--- src/eipf_pkg.sv ---
// Package for the external pin interrupt and peripheral flag controller.
// Assumes one 20 MHz clock and a 32-bit Avalon-MM register port.
package eipf_pkg;

  // ------------------------------------------------------------
  // Register byte addresses
  // ------------------------------------------------------------
  localparam logic [3:0] ADDR_EDGE_PRIO  = 4'h0;
  localparam logic [3:0] ADDR_EXT_CTRL   = 4'h4;
  localparam logic [3:0] ADDR_FLAGS_ONE  = 4'h8;
  localparam logic [3:0] ADDR_FLAGS_TWO  = 4'hc;
  localparam logic [3:0] ADDR_CORE_CTRL  = 4'h0;

  // ------------------------------------------------------------
  // Field positions
  // ------------------------------------------------------------
  localparam int BIT_PULLUP_DIS   = 7;
  localparam int BIT_EDGE_HI      = 6;
  localparam int BIT_EDGE_LO      = 3;
  localparam int BIT_TMR0_PRIO    = 2;
  localparam int BIT_EXT3_PRIO    = 1;
  localparam int BIT_RBCHG_PRIO   = 0;
  localparam int BIT_EXT2_PRIO    = 7;
  localparam int BIT_EXT1_PRIO    = 6;
  localparam int BIT_EN_LO        = 3;
  localparam int BIT_FLAG_LO      = 0;
  // First flag register
  localparam int BIT_CONV_DONE    = 6;
  localparam int BIT_RX_FULL      = 5;
  localparam int BIT_TX_EMPTY     = 4;
  localparam int BIT_SYNC_DONE    = 3;
  localparam int BIT_TMR2_MATCH   = 1;
  localparam int BIT_TMR1_OVF     = 0;
  // Second flag register
  localparam int BIT_OSC_FAIL     = 7;
  localparam int BIT_CMP_CHANGE   = 6;
  localparam int BIT_BUS_COLL     = 3;
  localparam int BIT_LOW_VOLT     = 2;
  localparam int BIT_TMR3_OVF     = 1;

  // ------------------------------------------------------------
  // Reset values and implemented-bit masks
  // ------------------------------------------------------------
  localparam logic [7:0] RST_EDGE_PRIO   = 8'hff;
  localparam logic [7:0] RST_EXT_CTRL    = 8'hc0;
  localparam logic [7:0] MASK_FLAGS_ONE  = 8'h7b;
  localparam logic [7:0] MASK_FLAGS_TWO  = 8'hce;
  localparam logic [7:0] SW_FLAGS_ONE    = 8'h4b;

  // ------------------------------------------------------------
  // Vectors
  // ------------------------------------------------------------
  localparam logic [15:0] VEC_HIGH = 16'h0008;
  localparam logic [15:0] VEC_LOW  = 16'h0018;

  // Peripheral events, one-cycle pulses
  typedef struct packed {
    logic conv_done;
    logic sync_serial_done;
    logic timer2_match;
    logic timer1_ovf;
    logic osc_fail;
    logic comparator_change;
    logic bus_collision;
    logic low_voltage;
    logic timer3_ovf;
  } eipf_events_t;

  // Interrupt request to the vectoring logic
  typedef struct packed {
    logic        req;
    logic [15:0] vector;
  } eipf_irq_t;

endpackage

--- src/eipf_ctrl.sv ---
// External pin edge, priority and enable control plus two peripheral flag registers.
// Assumes pins are asynchronous, peripheral strobes are on core_clk.
//
// The Avalon-MM slave port and the register offsets were left to the implementer.
`timescale 1ns/10ps

module eipf_ctrl
  import eipf_pkg::*;
(
  input  wire logic         core_clk,
  input  wire logic         arst_n,
  // Avalon-MM slave
  input  wire logic [3:0]   avs_address,
  input  wire logic         avs_read,
  input  wire logic         avs_write,
  input  wire logic [31:0]  avs_writedata,
  input  wire logic [3:0]   avs_byteenable,
  output logic [31:0]       avs_readdata,
  output logic              avs_waitrequest,
  // External interrupt pins 0..3
  input  wire logic [3:0]   ext_pin,
  // Port B pull-up control
  input  wire logic [7:0]   portb_latch,
  output logic [7:0]        portb_pullup_en,
  // Peripheral side
  input  eipf_events_t      periph_evt,
  input  wire logic         serial1_rx_full,
  input  wire logic         serial1_tx_empty,
  // Outside enables and flags
  input  wire logic         priority_mode_en,
  input  wire logic         global_high_en,
  input  wire logic         global_low_en,
  input  wire logic         timer0_ovf_src,
  input  wire logic         portb_change_src,
  input  wire logic [7:0]   periph_en_one,
  input  wire logic [7:0]   periph_en_two,
  input  wire logic [7:0]   periph_prio_one,
  input  wire logic [7:0]   periph_prio_two,
  // Status to the rest of the controller
  output logic [3:0]        ext_edge_sel,
  output logic              timer0_ovf_prio,
  output logic              portb_change_prio,
  output logic [2:0]        ext_flag,
  output eipf_irq_t         irq
);

  // ------------------------------------------------------------
  // Registers
  // ------------------------------------------------------------
  logic [7:0]  edge_prio_q;
  logic [7:0]  ext_ctrl_q;
  logic [7:0]  flags_one_q;
  logic [7:0]  flags_two_q;
  logic [7:0]  edge_prio_d;
  logic [7:0]  ext_ctrl_d;
  logic [7:0]  flags_one_d;
  logic [7:0]  flags_two_d;
  logic        ack_q;
  logic        wait_q;
  logic [31:0] rdata_q;
  logic [3:0]  s1_q;
  logic [3:0]  s2_q;
  logic [3:0]  s3_q;
  logic [3:0]  pin_q;
  logic [7:0]  pullup_q;
  logic [3:0]  edge_out_q;
  logic        t0_prio_q;
  logic        rb_prio_q;
  logic [2:0]  ext_flag_q;
  eipf_irq_t   irq_q;

  // ------------------------------------------------------------
  // Bus decode
  // ------------------------------------------------------------
  wire         acc       = (avs_read | avs_write) & ~ack_q;
  wire         wr_go     = avs_write & ~ack_q & avs_byteenable[0];
  wire         sel_ep    = (avs_address == ADDR_EDGE_PRIO);
  wire         sel_ec    = (avs_address == ADDR_EXT_CTRL);
  wire         sel_f1    = (avs_address == ADDR_FLAGS_ONE);
  wire         sel_f2    = (avs_address == ADDR_FLAGS_TWO);
  wire [7:0]   wd        = avs_writedata[7:0];
  wire         wr_ep     = wr_go & sel_ep;
  wire         wr_ec     = wr_go & sel_ec;
  wire         wr_f1     = wr_go & sel_f1;
  wire         wr_f2     = wr_go & sel_f2;

  // ------------------------------------------------------------
  // Pin synchronisers and edge detection
  // ------------------------------------------------------------
  // Stable level once second and third stages agree
  wire [3:0]   agree     = ~(s2_q ^ s3_q);
  wire [3:0]   pin_d     = (agree & s2_q) | (~agree & pin_q);
  wire [3:0]   rise      = pin_d & ~pin_q;
  wire [3:0]   fall      = ~pin_d & pin_q;
  wire [3:0]   edge_sel  = edge_prio_q[BIT_EDGE_HI:BIT_EDGE_LO];
  // Bit 6 is pin 0, bit 3 is pin 3
  wire [3:0]   sel_pin   = {edge_sel[0], edge_sel[1], edge_sel[2], edge_sel[3]};
  wire [3:0]   pin_evt   = (sel_pin & rise) | (~sel_pin & fall);
  wire [2:0]   ext_evt   = pin_evt[3:1];

  // ------------------------------------------------------------
  // Next register values
  // ------------------------------------------------------------
  wire [2:0]   ext_fl_sw = wr_ec ? wd[2:0] : ext_ctrl_q[2:0];
  wire [2:0]   ext_fl_n  = ext_fl_sw | ext_evt;
  wire [7:0]   f1_evt    = {1'b0, periph_evt.conv_done, 2'b00, periph_evt.sync_serial_done,
                            1'b0, periph_evt.timer2_match, periph_evt.timer1_ovf};
  wire [7:0]   f2_evt    = {periph_evt.osc_fail, periph_evt.comparator_change, 2'b00,
                            periph_evt.bus_collision, periph_evt.low_voltage,
                            periph_evt.timer3_ovf, 1'b0};
  wire [7:0]   f1_sw     = wr_f1 ? wd : flags_one_q;
  wire [7:0]   f2_sw     = wr_f2 ? wd : flags_two_q;
  wire [7:0]   f1_live   = {2'b00, serial1_rx_full, serial1_tx_empty, 4'h0};

  assign edge_prio_d = wr_ep ? wd : edge_prio_q;
  assign ext_ctrl_d  = wr_ec ? {wd[7:3], ext_fl_n} : {ext_ctrl_q[7:3], ext_fl_n};
  assign flags_one_d = (((f1_sw | f1_evt) & SW_FLAGS_ONE) | f1_live) & MASK_FLAGS_ONE;
  assign flags_two_d = (f2_sw | f2_evt) & MASK_FLAGS_TWO;

  // ------------------------------------------------------------
  // Read mux
  // ------------------------------------------------------------
  wire [7:0]   rd_byte   = sel_ep ? edge_prio_q :
                           sel_ec ? ext_ctrl_q :
                           sel_f1 ? flags_one_q :
                           sel_f2 ? flags_two_q : 8'h00;

  // ------------------------------------------------------------
  // Request generation
  // ------------------------------------------------------------
  wire [2:0]   ext_en    = ext_ctrl_q[5:3];
  wire [2:0]   ext_prio  = {edge_prio_q[BIT_EXT3_PRIO], ext_ctrl_q[BIT_EXT2_PRIO],
                            ext_ctrl_q[BIT_EXT1_PRIO]};
  wire [2:0]   ext_act   = ext_ctrl_q[2:0] & ext_en;
  wire [7:0]   p1_act    = flags_one_q & periph_en_one;
  wire [7:0]   p2_act    = flags_two_q & periph_en_two;
  wire         hi_any    = |(ext_act & ext_prio) | |(p1_act & periph_prio_one) |
                           |(p2_act & periph_prio_two);
  wire         lo_any    = |(ext_act & ~ext_prio) | |(p1_act & ~periph_prio_one) |
                           |(p2_act & ~periph_prio_two);
  wire         per_any   = |p1_act | |p2_act;
  // Compatibility: high enable is global, low enable gates peripherals
  wire         cmp_req   = global_high_en & (|ext_act | (global_low_en & per_any));
  wire         hi_req    = global_high_en & hi_any;
  wire         lo_req    = global_low_en & lo_any & ~hi_req;
  eipf_irq_t   irq_d;
  assign irq_d.req    = priority_mode_en ? (hi_req | lo_req) : cmp_req;
  assign irq_d.vector = (priority_mode_en & ~hi_req & lo_req) ? VEC_LOW : VEC_HIGH;

  wire [7:0]   pullup_d  = edge_prio_q[BIT_PULLUP_DIS] ? 8'h00 : portb_latch;

  // ------------------------------------------------------------
  // Flip-flops
  // ------------------------------------------------------------
  always_ff @(posedge core_clk or negedge arst_n) begin
    if (!arst_n) begin
      s1_q <= 4'h0;
      s2_q <= 4'h0;
      s3_q <= 4'h0;
      pin_q <= 4'h0;
    end else begin
      s1_q <= ext_pin;
      s2_q <= s1_q;
      s3_q <= s2_q;
      pin_q <= pin_d;
    end
  end

  always_ff @(posedge core_clk or negedge arst_n) begin
    if (!arst_n) begin
      edge_prio_q <= RST_EDGE_PRIO;
      ext_ctrl_q  <= RST_EXT_CTRL;
      flags_one_q <= 8'h00;
      flags_two_q <= 8'h00;
    end else begin
      edge_prio_q <= edge_prio_d;
      ext_ctrl_q  <= ext_ctrl_d;
      flags_one_q <= flags_one_d;
      flags_two_q <= flags_two_d;
    end
  end

  always_ff @(posedge core_clk or negedge arst_n) begin
    if (!arst_n) begin
      ack_q   <= 1'b0;
      wait_q  <= 1'b1;
      rdata_q <= 32'h0000_0000;
    end else begin
      ack_q   <= acc;
      wait_q  <= ~acc;
      rdata_q <= (avs_read & ~ack_q) ? {24'h000000, rd_byte} : rdata_q;
    end
  end

  always_ff @(posedge core_clk or negedge arst_n) begin
    if (!arst_n) begin
      pullup_q   <= 8'h00;
      edge_out_q <= 4'hf;
      t0_prio_q  <= 1'b1;
      rb_prio_q  <= 1'b1;
      ext_flag_q <= 3'h0;
      irq_q      <= '0;
    end else begin
      pullup_q   <= pullup_d;
      edge_out_q <= sel_pin;
      t0_prio_q  <= edge_prio_q[BIT_TMR0_PRIO];
      rb_prio_q  <= edge_prio_q[BIT_RBCHG_PRIO];
      ext_flag_q <= ext_ctrl_q[2:0];
      irq_q      <= irq_d;
    end
  end

  // ------------------------------------------------------------
  // Outputs
  // ------------------------------------------------------------
  // Waitrequest low only in the acknowledge cycle
  assign avs_waitrequest   = wait_q;
  assign avs_readdata      = rdata_q;
  assign portb_pullup_en   = pullup_q;
  assign ext_edge_sel      = edge_out_q;
  assign timer0_ovf_prio   = t0_prio_q;
  assign portb_change_prio = rb_prio_q;
  assign ext_flag          = ext_flag_q;
  assign irq               = irq_q;

endmodule // eipf_ctrl

--- config.mk ---
export PLATFORM = sky130hd
export DESIGN_NAME = eipf_ctrl
export DESIGN_NICKNAME = d
export VERILOG_FILES = /design/src/eipf_pkg.sv /design/src/eipf_ctrl.sv
export SDC_FILE = /design/constraint.sdc
export NUM_CORES = 1
export LEC_CHECK = 0
export BUFFER_PORTS_ARGS = -buffer_cell sky130_fd_sc_hd__buf_2
export CAP_MARGIN = 0
export CORE_MARGIN = 2
export CORE_UTILIZATION = 40
export CTS_BUF_LIST = sky130_fd_sc_hd__clkbuf_8
export CTS_CLUSTER_SIZE = 20
export DETAILED_ROUTE_END_ITERATION = 7
export GPL_ROUTABILITY_DRIVEN = 0
export PLACE_DENSITY = 0.73
export SYNTH_ARGS = -nofsm -noshare
export SYNTH_HDL_FRONTEND = slang
export SYNTH_SLANG_ARGS = --single-unit
--- constraint.sdc ---
create_clock -name core_clk -period 3.85 [get_ports core_clk]
set_clock_uncertainty 0.1 [all_clocks]
set_input_delay 0.385 -clock core_clk [delete_from_list [all_inputs] [get_ports core_clk]]
set_output_delay 0.385 -clock core_clk [all_outputs]
set_load 0.05 [all_outputs]
==> results of run 1 <==
==> metrics by stage <==
step / utilization (%) / area [sq um]
after global routing: 49.0 / 3770
after global placement: 46.6 / 3580
after floorplan: - / 3290
after detailed placement: 46.6 / 3580
after CTS: 49.0 / 3770
final: 49.0 / 3770
==> timing repair <==
| action | in CTS | in global routing |
|---|---|---|
| hold endpoints to repair | 20 | 0 |
| hold buffers | 1 | 0 |
| endpoints found under the setup margin | 0 | 0 |
| buffers inserted | 0 | 0 |
==> sequential cells by signal, indices dropped and copies added, names as in the netlist <==
signal	count
avs_readdata	8
edge_prio_q	8
ext_ctrl_q	8
portb_pullup_en	8
flags_one_q	6
flags_two_q	5
ext_edge_sel	4
ext_flag	3
irq	3
pin_q	3
s1_q	3
s2_q	3
s3_q	3
ack_q	1
avs_waitrequest	1
portb_change_prio	1
timer0_ovf_prio	1
==> cell families after synthesis <==
family / count (synthesis) / synth area share [%]
buf+inv: 51 / 10.7
compound gates: 39 / 9.11
simple gates: 84 / 14.7
flops: 69 / 55.5
fa+ha+maj: 3 / 0.954
other cells: 2 / 0.239
mux: 22 / 8.71
==> cell type report <==
| class | count | area (sq um) |
|---|---|---|
| timing repair buffer | 95 | 485 |
| clock inverter | 6 | 38.8 |
| fill | 710 | 3920 |
| clock buffer | 10 | 138 |
| tap | 102 | 128 |
| inverter | 8 | 30.0 |
| multi-input combinational | 187 | 1200 |
| sequential | 69 | 1750 |
==> worst min-delay path by stage <==
stage / slack [ns] / start / to
floorplan: -0.01 / arst_n / ack_q
global placement: 0.23 / s1_q[1] / s2_q[1]
detailed placement: 0.24 / s1_q[3] / s2_q[3]
CTS: 0.03 / ext_pin[2] / s1_q[2]
global route: 0.02 / ext_pin[2] / s1_q[2]
finish: 0.05 / ext_pin[2] / s1_q[2]
==> layer usage <==
layer	vias to the layer above	global-route usage (%)	wire length, microns
met5	-	0	0
met4	0	8.58	187
met3	18	4.23	599
met2	111	24.8	3110
met1	1075	23.9	3120
li1	1084	-	-
==> critical path: cells and delay by family (launching register included) <==
kind | cells | cell delay [ns]
simple gates | 2 | 0.87
mux | 1 | 0.40
flops | 1 | 0.41
==> power by group <==
part	internal [W]	switching (W)
clock	0.000248	0.000266
combinational	0.000112	0.000298
sequential	0.000815	0.0000498
==> cells in the final DEF (no fill, tap or decap), types with 2 or more instances in the layout <==
cell        netlist  routed
mux2_2           13      13
dfstp_2          17      17
clkinvlp_4        0       2
buf_2             3      92
dfrtp_1          52      52
mux4_2            3       3
nand4_1           3       3
nor2_1           13      13
a31oi_1           3       3
a21oi_1           2       2
o21ai_0           5       5
maj3_1            3       3
buf_4            38       2
clkbuf_8          0      10
nand3b_1          2       2
o211ai_1          3       3
nor4b_1           2       2
o22ai_1           7       7
mux2i_1           6       6
inv_1             8       8
nor2b_1          13      13
nand3_1          19      19
nand2_1          22      22
clkinv_2          0       3
a211o_1           9       9
a22o_1            8       8
conb_1            2      39
nand4b_1          2       2
==> out/results.ini, run 1 <==
[outcome]
status=complete, no violations

[clock_tree]
clk_latency_ns=0.34
path_clk_slew_ns=0.07
ctsResizeCount=0
cts_max_level=3
cts_max_path_buffers=2
cts_tree=done
cts_buffers=9
cts_sinks=69
cts_root_buf=clkbuf_8

[synth]
async_flop_share_pct=100
synth_edf_count=0
synthTopCellsByArea=dfrtp_1 (41%), dfstp_2 (14%), buf_4 (9.1%)
yosysWarningCount=0
synth.avg_cell_area_sq_um=11.7
synth.most_common_cell=dfrtp_1
yosys.area.top_type=dfrtp_1
synth_seq_cells=69
postSynthCellCount=270
synth_top_area_share_pct=41.4
seq_area_frac_synth_pct=55.5
synth_ff_type=dfrtp_1
synthesis.area_sq_um=3150
synth.distinct_cells=36
yosys-top-cells-count=dfrtp_1 (52), buf_4 (38), nand2_1 (22), nand3_1 (19), dfstp_2 (17)

[place]
dpl.hpwl_microns=5430
post-place-ws_ns=1.84
dp.cells=460
port-buffer-count=92

[sta]
worstMarginPinSlew_ns=0.549
hold_ws_ns=0.0450
fin_crit_sh_pct=47.9
setup-violations-final=0
grt_setup_unrepaired=false
fmax_mhz=542
finalCriticalPeriod_ns=1.84
hold_viol=0
final.setup.tns_ns=0
slew-limit-headroom_pct=63.3
drv_slew=0
worst_slack_ns=2.01

[floorplanning]
die_h_microns=92.7
die_w_microns=92.7
row_count=32
pin_count=171
start_util_pct=40.9
core_area_sq_um=7690
die-area_sq_um=8590

[routing]
vias=2288
post_drt_wl_per_cell_microns=14.7
via_per_inst=4.80
drt-total-wl_microns=7020
first_pass_iters=5
drt-initial-drc-count=133
ant_nets=0
post-route-drc-count=0

[critical_path]
cp.arrival_ns=2.01
end_kind=flop
crit_type=reg -> reg
r2r_slack_ns=2.01
crit_chain=nor4_4 -> nor3b_4 -> mux2_2
max_stage_delay_ns=0.56
ff2ff_path_depth=3
crit_required_ns=4.02
r2r_start=ack_q
cp_max_fo=8
r2r-end=edge_prio_q[2]
crit_start=ack_q
start_kind=flop
crit_slowest_cell=nor3b_4
critPathCapture=edge_prio_q[2]

[min_path]
hold_path_depth=1
hold_class=in -> reg

[cells_and_area]
drive_above_1_share_pct=39.5
final_nets=474
fin_cells=477
area_growth_pct=19.7
antennaDiodeCount=0

[global_route]
grt_pass1_wl_microns=11000
antenna_found_initial=0
grt.overflow.total=0
grt_use_total_pct=17.1
grt_start_max_net_pins=27
first_global_vias=2178

[power_and_ir_drop]
powerDensity_nw_per_um2=475
irDropWorstVdd_mv=0.141
leakage_nw=1.82
total_power_w=0.00179

[flow_run]
maxCapViolations=0

No activity file was read; power rests on OpenSTA's default activity.
==> run 2: changes to the inputs <==
ABC_AREA = 1   (was unset)
PLACE_DENSITY = 0.75   (was 0.73)
clock period = 1.6 ns   (was 3.85 ns; I/O delays follow)
==> out/results.ini, run 2 <==
[outcome]
status=complete, no violations

[routing]
post_drt_wl_per_cell_microns=13.0  ; -12%
via_per_inst=4.56  ; -5.0%
post-route-drc-count=0  ; unchanged
ant_nets=0  ; unchanged
drt-initial-drc-count=210  ; +58%
first_pass_iters=4  ; -1
drt-total-wl_microns=8050  ; +15%
vias=2829  ; +24%

[cells_and_area]
seqCellArea_sq_um=1750  ; unchanged
area_growth_pct=31.4
fillerInstances=689  ; -3.0%
antennaDiodeCount=0  ; unchanged
finish.instance_area_sq_um=4240  ; +13%
fin_cells=621  ; +30%
drive_above_1_share_pct=26.6  ; -13 points
final_nets=618  ; +30%
most-common-layout-cells=nand2_1 (97), buf_2 (92), dfrtp_1 (52), inv_1 (40), conb_1 (39)
layout_commonest_cell=nand2_1
multi_input_area_sq_um=1160  ; -3.0%

[global_route]
antenna_found_initial=0  ; unchanged
grt_pass1_wl_microns=12800  ; +16%
first_global_vias=2744  ; +26%
grt_start_max_net_pins=28  ; +3.7%
grt.overflow.total=0  ; unchanged
grt_use_total_pct=19.3  ; +2.2 points

[floorplanning]
pin_count=171  ; unchanged
start_util_pct=41.6  ; +0.66 points
die-area_sq_um=8810  ; +2.6%
die_w_microns=93.9  ; +1.3%
core_area_sq_um=7770  ; +1.0%
die_h_microns=93.9  ; +1.3%
row_count=32  ; unchanged

[synth]
yosys-top-cells-count=nand2_1 (97), dfrtp_1 (52), buf_4 (39), inv_1 (39), nand3_1 (36)
synth_edf_count=0  ; unchanged
synth.distinct_cells=20  ; -44%
synth.most_common_cell=nand2_1
yosys.area.top_type=dfrtp_1
async_flop_share_pct=100  ; unchanged
seq_area_frac_synth_pct=54.1  ; -1.4 points
synth_ff_type=dfrtp_1
synthesis.area_sq_um=3230  ; +2.7%
synth.avg_cell_area_sq_um=8.55  ; -27%
yosysWarningCount=0  ; unchanged
postSynthCellCount=378  ; +40%
synth_seq_cells=69  ; unchanged
synthTopCellsByArea=dfrtp_1 (40%), dfstp_2 (14%), nand2_1 (11%)
synth_top_area_share_pct=40.3  ; -1.1 points

[sta]
setup-violations-final=0  ; unchanged
final.setup.tns_ns=0  ; unchanged
finalCriticalPeriod_ns=1.47  ; -0.376 ns
hold_ws_ns=0.0672  ; +0.0221 ns
fmax_mhz=681  ; +26%
fin_crit_sh_pct=91.8  ; +44 points
drv_slew=0  ; unchanged
grt_setup_unrepaired=false
hold_viol=0  ; unchanged
worst_slack_ns=0.132  ; -1.87 ns

[critical_path]
crit_type=reg -> reg
crit_chain=inv_1 -> nand3_1 -> nor2_2 -> mux2_2
crit_slowest_cell=dfrtp_1
ff2ff_path_depth=4  ; +1
cp_max_fo=7  ; -1
start_kind=flop
crit_required_ns=1.79  ; -2.23 ns
max_stage_delay_ns=0.39  ; -0.17 ns
end_kind=flop
cp.arrival_ns=1.66  ; -0.35 ns

[power_and_ir_drop]
leakage_nw=2.21  ; +22%
p_comb_share_pct=24.6  ; +1.7 points
switching_share_pct=35.9  ; +1.6 points
powerDensity_nw_per_um2=1110  ; +130%
power_frac_seq_pct=44.8  ; -3.5 points
power_frac_clock_pct=30.6  ; +1.9 points
irDropWorstVdd_mv=0.444  ; +210%
p_switching_w=0.00170  ; +180%
internal-power_w=0.00303  ; +160%

[flow_run]
maxCapViolations=0  ; unchanged

[clock_tree]
cts_max_level=3  ; unchanged
path_clk_slew_ns=0.08  ; about the same
cts_tree=done
cts_buffers=9  ; unchanged
cts_root_buf=clkbuf_8
ctsResizeCount=0  ; unchanged
cts_sinks=69  ; unchanged
clk_latency_ns=0.35  ; about the same
cts_hold_buf=35  ; +34
post_cts_buffers=0  ; unchanged
cts_max_path_buffers=2  ; unchanged

[place]
dp.cells=570  ; +24%
placed_cell_area_sq_um=3690  ; +3.1%
dpl.hpwl_microns=5820  ; +7.2%
post-place-ws_ns=0.121  ; -1.72 ns
port-buffer-count=92  ; unchanged

[min_path]
hold_path_depth=3  ; +2
hold_class=in -> reg

[run 2: cell types whose count changed in the layout (fill, tap and decap cells not counted), moves of 17 or more]
cell,change
nor2_1,+19
a21oi_1,+21
nand3_1,+17
o21ai_0,+18
nand2_1,+75
dlygate4sd3_1,+34
inv_1,+32
[run 2: per-stage QoR]
step	util, %	total power (W)
4_1_cts	54.6	0.00475
3_3_place_gp	47.6	0.00321
2_1_floorplan	-	0.00299
5_1_grt	54.6	0.00496
3_5_place_dp	47.6	0.00324
6_report	54.6	0.00473
[run 2: metal layers]
metal / up-vias / track usage, % / routed length (microns)
li1: 1396 / - / -
met1: 1318 / 23.6 / 3270
met2: 93 / 32.8 / 4100
met3: 22 / 5.70 / 495
met4: 0 / 6.40 / 192
met5: - / 0 / 0
[run 2: worst paths after layout]
path / endpoint / startpoint / slack [ns]
worst max register to register: edge_prio_q[2] / ack_q / 0.13
worst min register to register: s2_q[3] / s1_q[3] / 0.25
worst max-delay path: edge_prio_q[2] / ack_q / 0.13
max in group asynchronous: edge_prio_q[4] / arst_n / 0.62
worst min-delay path: ext_ctrl_q[6] / avs_writedata[6] / 0.07
min in group asynchronous: avs_readdata[0] / arst_n / 0.20
[run 2: layout make-up]
class	count	share of cell area (%)
inverters	39	3.45
well taps	102	3.01
flip-flops and latches	69	41.2
clock buffers	9	2.92
repair buffers	130	20.2
clock inverters	7	1.80
multi-input cells	265	27.4
[run 2: worst max-delay path, delay by kind of cell, from the launching register on]
| kind | cells | cell delay (ns) |
|---|---|---|
| buffers and inverters | 1 | 0.07 |
| DFF | 1 | 0.39 |
| muxes | 1 | 0.38 |
| and+or+nand+nor | 2 | 0.46 |
[run 2: kinds of logic after synthesis]
group	Yosys count	share of synthesized area, %
simple gates	175	22.9
buf+inv	81	14.2
flops	69	54.1
compound gates	49	7.94
mux	2	0.697
other cells	2	0.232
[run 2: power by group through the flow]
stage          registers, W  clock network, W  logic [W]
3_5_place_dp        0.00215                 0    0.00109
5_1_grt             0.00214           0.00157    0.00125
4_1_cts             0.00212           0.00147    0.00116
2_1_floorplan       0.00245                 0   0.000534
6_report            0.00212           0.00145    0.00116
3_3_place_gp        0.00214                 0    0.00107
==> run 3: changes to the inputs <==
CORE_UTILIZATION = 42   (was 40)
PLACE_DENSITY = 0.78   (was 0.75)
==> out/results.ini, run 3 (same netlist as run 2, synthesis figures left out) <==
[routing]
ant_nets=0  ; unchanged
drt-initial-drc-count=217  ; +3.3%
post_drt_wl_per_cell_microns=13.4  ; +3.4%
post-route-drc-count=0  ; unchanged
via_per_inst=4.72  ; +3.6%
drt-total-wl_microns=8270  ; +2.7%
first_pass_iters=4  ; unchanged
vias=2913  ; +3.0%

[cells_and_area]
area_growth_pct=30.2
multi_input_area_sq_um=1160  ; unchanged
most-common-layout-cells=nand2_1 (97), buf_2 (92), dfrtp_1 (52), inv_1 (40), conb_1 (39)
drive_above_1_share_pct=26.6  ; +0.051 points
layout_commonest_cell=nand2_1
antennaDiodeCount=0  ; unchanged
fillerInstances=656  ; -4.8%
fin_cells=617  ; -0.64%
final_nets=617  ; -0.16%
fin_util_pct=57.1  ; +2.4 points
seqCellArea_sq_um=1750  ; unchanged
finish.instance_area_sq_um=4210  ; -0.88%

[critical_path]
crit_type=in -> reg
ff2ff_path_depth=4  ; unchanged
crit_required_ns=1.75  ; -0.04 ns
cp.arrival_ns=1.60  ; -0.06 ns
r2r_start=ack_q
r2r_slack_ns=0.16  ; +0.03 ns
cp_max_fo=2  ; -5
end_kind=flop
r2r-end=edge_prio_q[0]
start_kind=input port

[global_route]
grt_start_max_net_pins=35  ; +25%
antenna_found_initial=0  ; unchanged
first_global_vias=2851  ; +3.9%
grt_pass1_wl_microns=13100  ; +2.1%
grt.overflow.total=0  ; unchanged
grt_use_total_pct=20.0  ; +0.64 points

[min_path]
hp-start=avs_writedata[7]
hold_class=in -> reg
min_to=ext_ctrl_q[7]
hold_path_depth=3  ; unchanged

[place]
dp.cells=567  ; -0.53%
dpl.hpwl_microns=6000  ; +3.0%
port-buffer-count=92  ; unchanged
placed_cell_area_sq_um=3690  ; -0.10%

[clock_tree]
clk_latency_ns=0.35  ; about the same
cts_root_buf=clkbuf_8
post_cts_buffers=0  ; unchanged
path_clk_slew_ns=0.07  ; about the same
cts_max_level=3  ; unchanged
cts_tree=done
cts_buffers=9  ; unchanged
cts_sinks=69  ; unchanged
cts_max_path_buffers=2  ; unchanged

[sta]
slew-limit-headroom_pct=66.4
final.setup.tns_ns=0  ; unchanged
worstMarginPinSlew_ns=0.504
grt_setup_unrepaired=false
fin_crit_sh_pct=90.7  ; -1.1 points
hold_ws_ns=0.0300  ; -0.0372 ns
finalCriticalPeriod_ns=1.45  ; -0.0174 ns
fmax_mhz=689  ; +1.2%
drv_slew=0  ; unchanged
setup-violations-final=0  ; unchanged
hold_viol=0  ; unchanged

[outcome]
status=complete, no violations

[flow_run]
maxCapViolations=0  ; unchanged

[floorplanning]
die-area_sq_um=8410  ; -4.6%
core_area_sq_um=7370  ; -5.1%
row_count=31  ; -3.1%
die_h_microns=91.7  ; -2.3%
start_util_pct=43.8  ; +2.2 points
die_w_microns=91.7  ; -2.3%
pin_count=171  ; unchanged

[power_and_ir_drop]
powerDensity_nw_per_um2=1090  ; -2.5%
irDropWorstVdd_mv=0.607  ; +37%
leakage_nw=2.20  ; -0.76%

[run 3: cell types whose count changed in the layout (fill, tap and decap cells not counted), sizes merged]
cell / before / now
clkbuf: 9 / 10
bufinv: 1 / 0
clkinv: 4 / 3
dlygate4sd3: 35 / 34
clkinvlp: 0 / 1
[run 3: through the flow]
stage,setup WS (ns),power [W]
floorplan,0.363,0.00299
global placement,0.151,0.00321
detailed placement,0.134,0.00324
CTS,0.169,0.00458
global route,0.0356,0.00476
finish,0.149,0.00457
[run 3: per-layer routing]
layer,track usage (%),up-vias,part of all wire [%]
met3,3.37,32,6.4
met5,0,-,0
met4,9.33,0,3.3
li1,-,1391,-
met1,23.8,1357,40
met2,35.1,133,50
[run 3: worst max path at each step]
stage / slack [ns] / from / end / depth (start not counted)
after global placement: 0.15 / avs_address[1] / ext_ctrl_q[1] / 8
after CTS: 0.17 / ack_q / edge_prio_q[0] / 4
after floorplan: 0.36 / ack_q / edge_prio_q[0] / 4
after global routing: 0.04 / ack_q / flags_two_q[6] / 6
after detailed placement: 0.13 / avs_address[1] / ext_ctrl_q[2] / 8
final: 0.15 / avs_read / ack_q / 5
[run 3: timing repair]
action	in CTS	in global routing
endpoints found under the hold margin	46	0
hold buffers	34	0
gates resized for setup	0	1
setup endpoints to repair	0	1
[run 3: worst max-delay path, cell delays in order]
cell	delay [ns]
dlygate4sd3_1	0.53
buf_2	0.13
o21ai_0	0.14
dlygate4sd3_1	0.59
inv_1	0.05
[run 3: power by group]
group	switching [W]	leakage, nW	internal (W)
Clock	0.000682	0.0938	0.000601
Sequential	0.000128	0.771	0.00199
Combinational	0.000858	1.33	0.000306
[run 3: area by class of cell]
type / count / share of cell area [%]
Clock buffer: 10 / 3.27
Clock inverter: 6 / 0.922
Inverter: 39 / 3.48
Multi-Input combinational cell: 265 / 27.7
Sequential cell: 69 / 41.6
Tap cell: 99 / 2.94
Timing Repair Buffer: 129 / 20.2
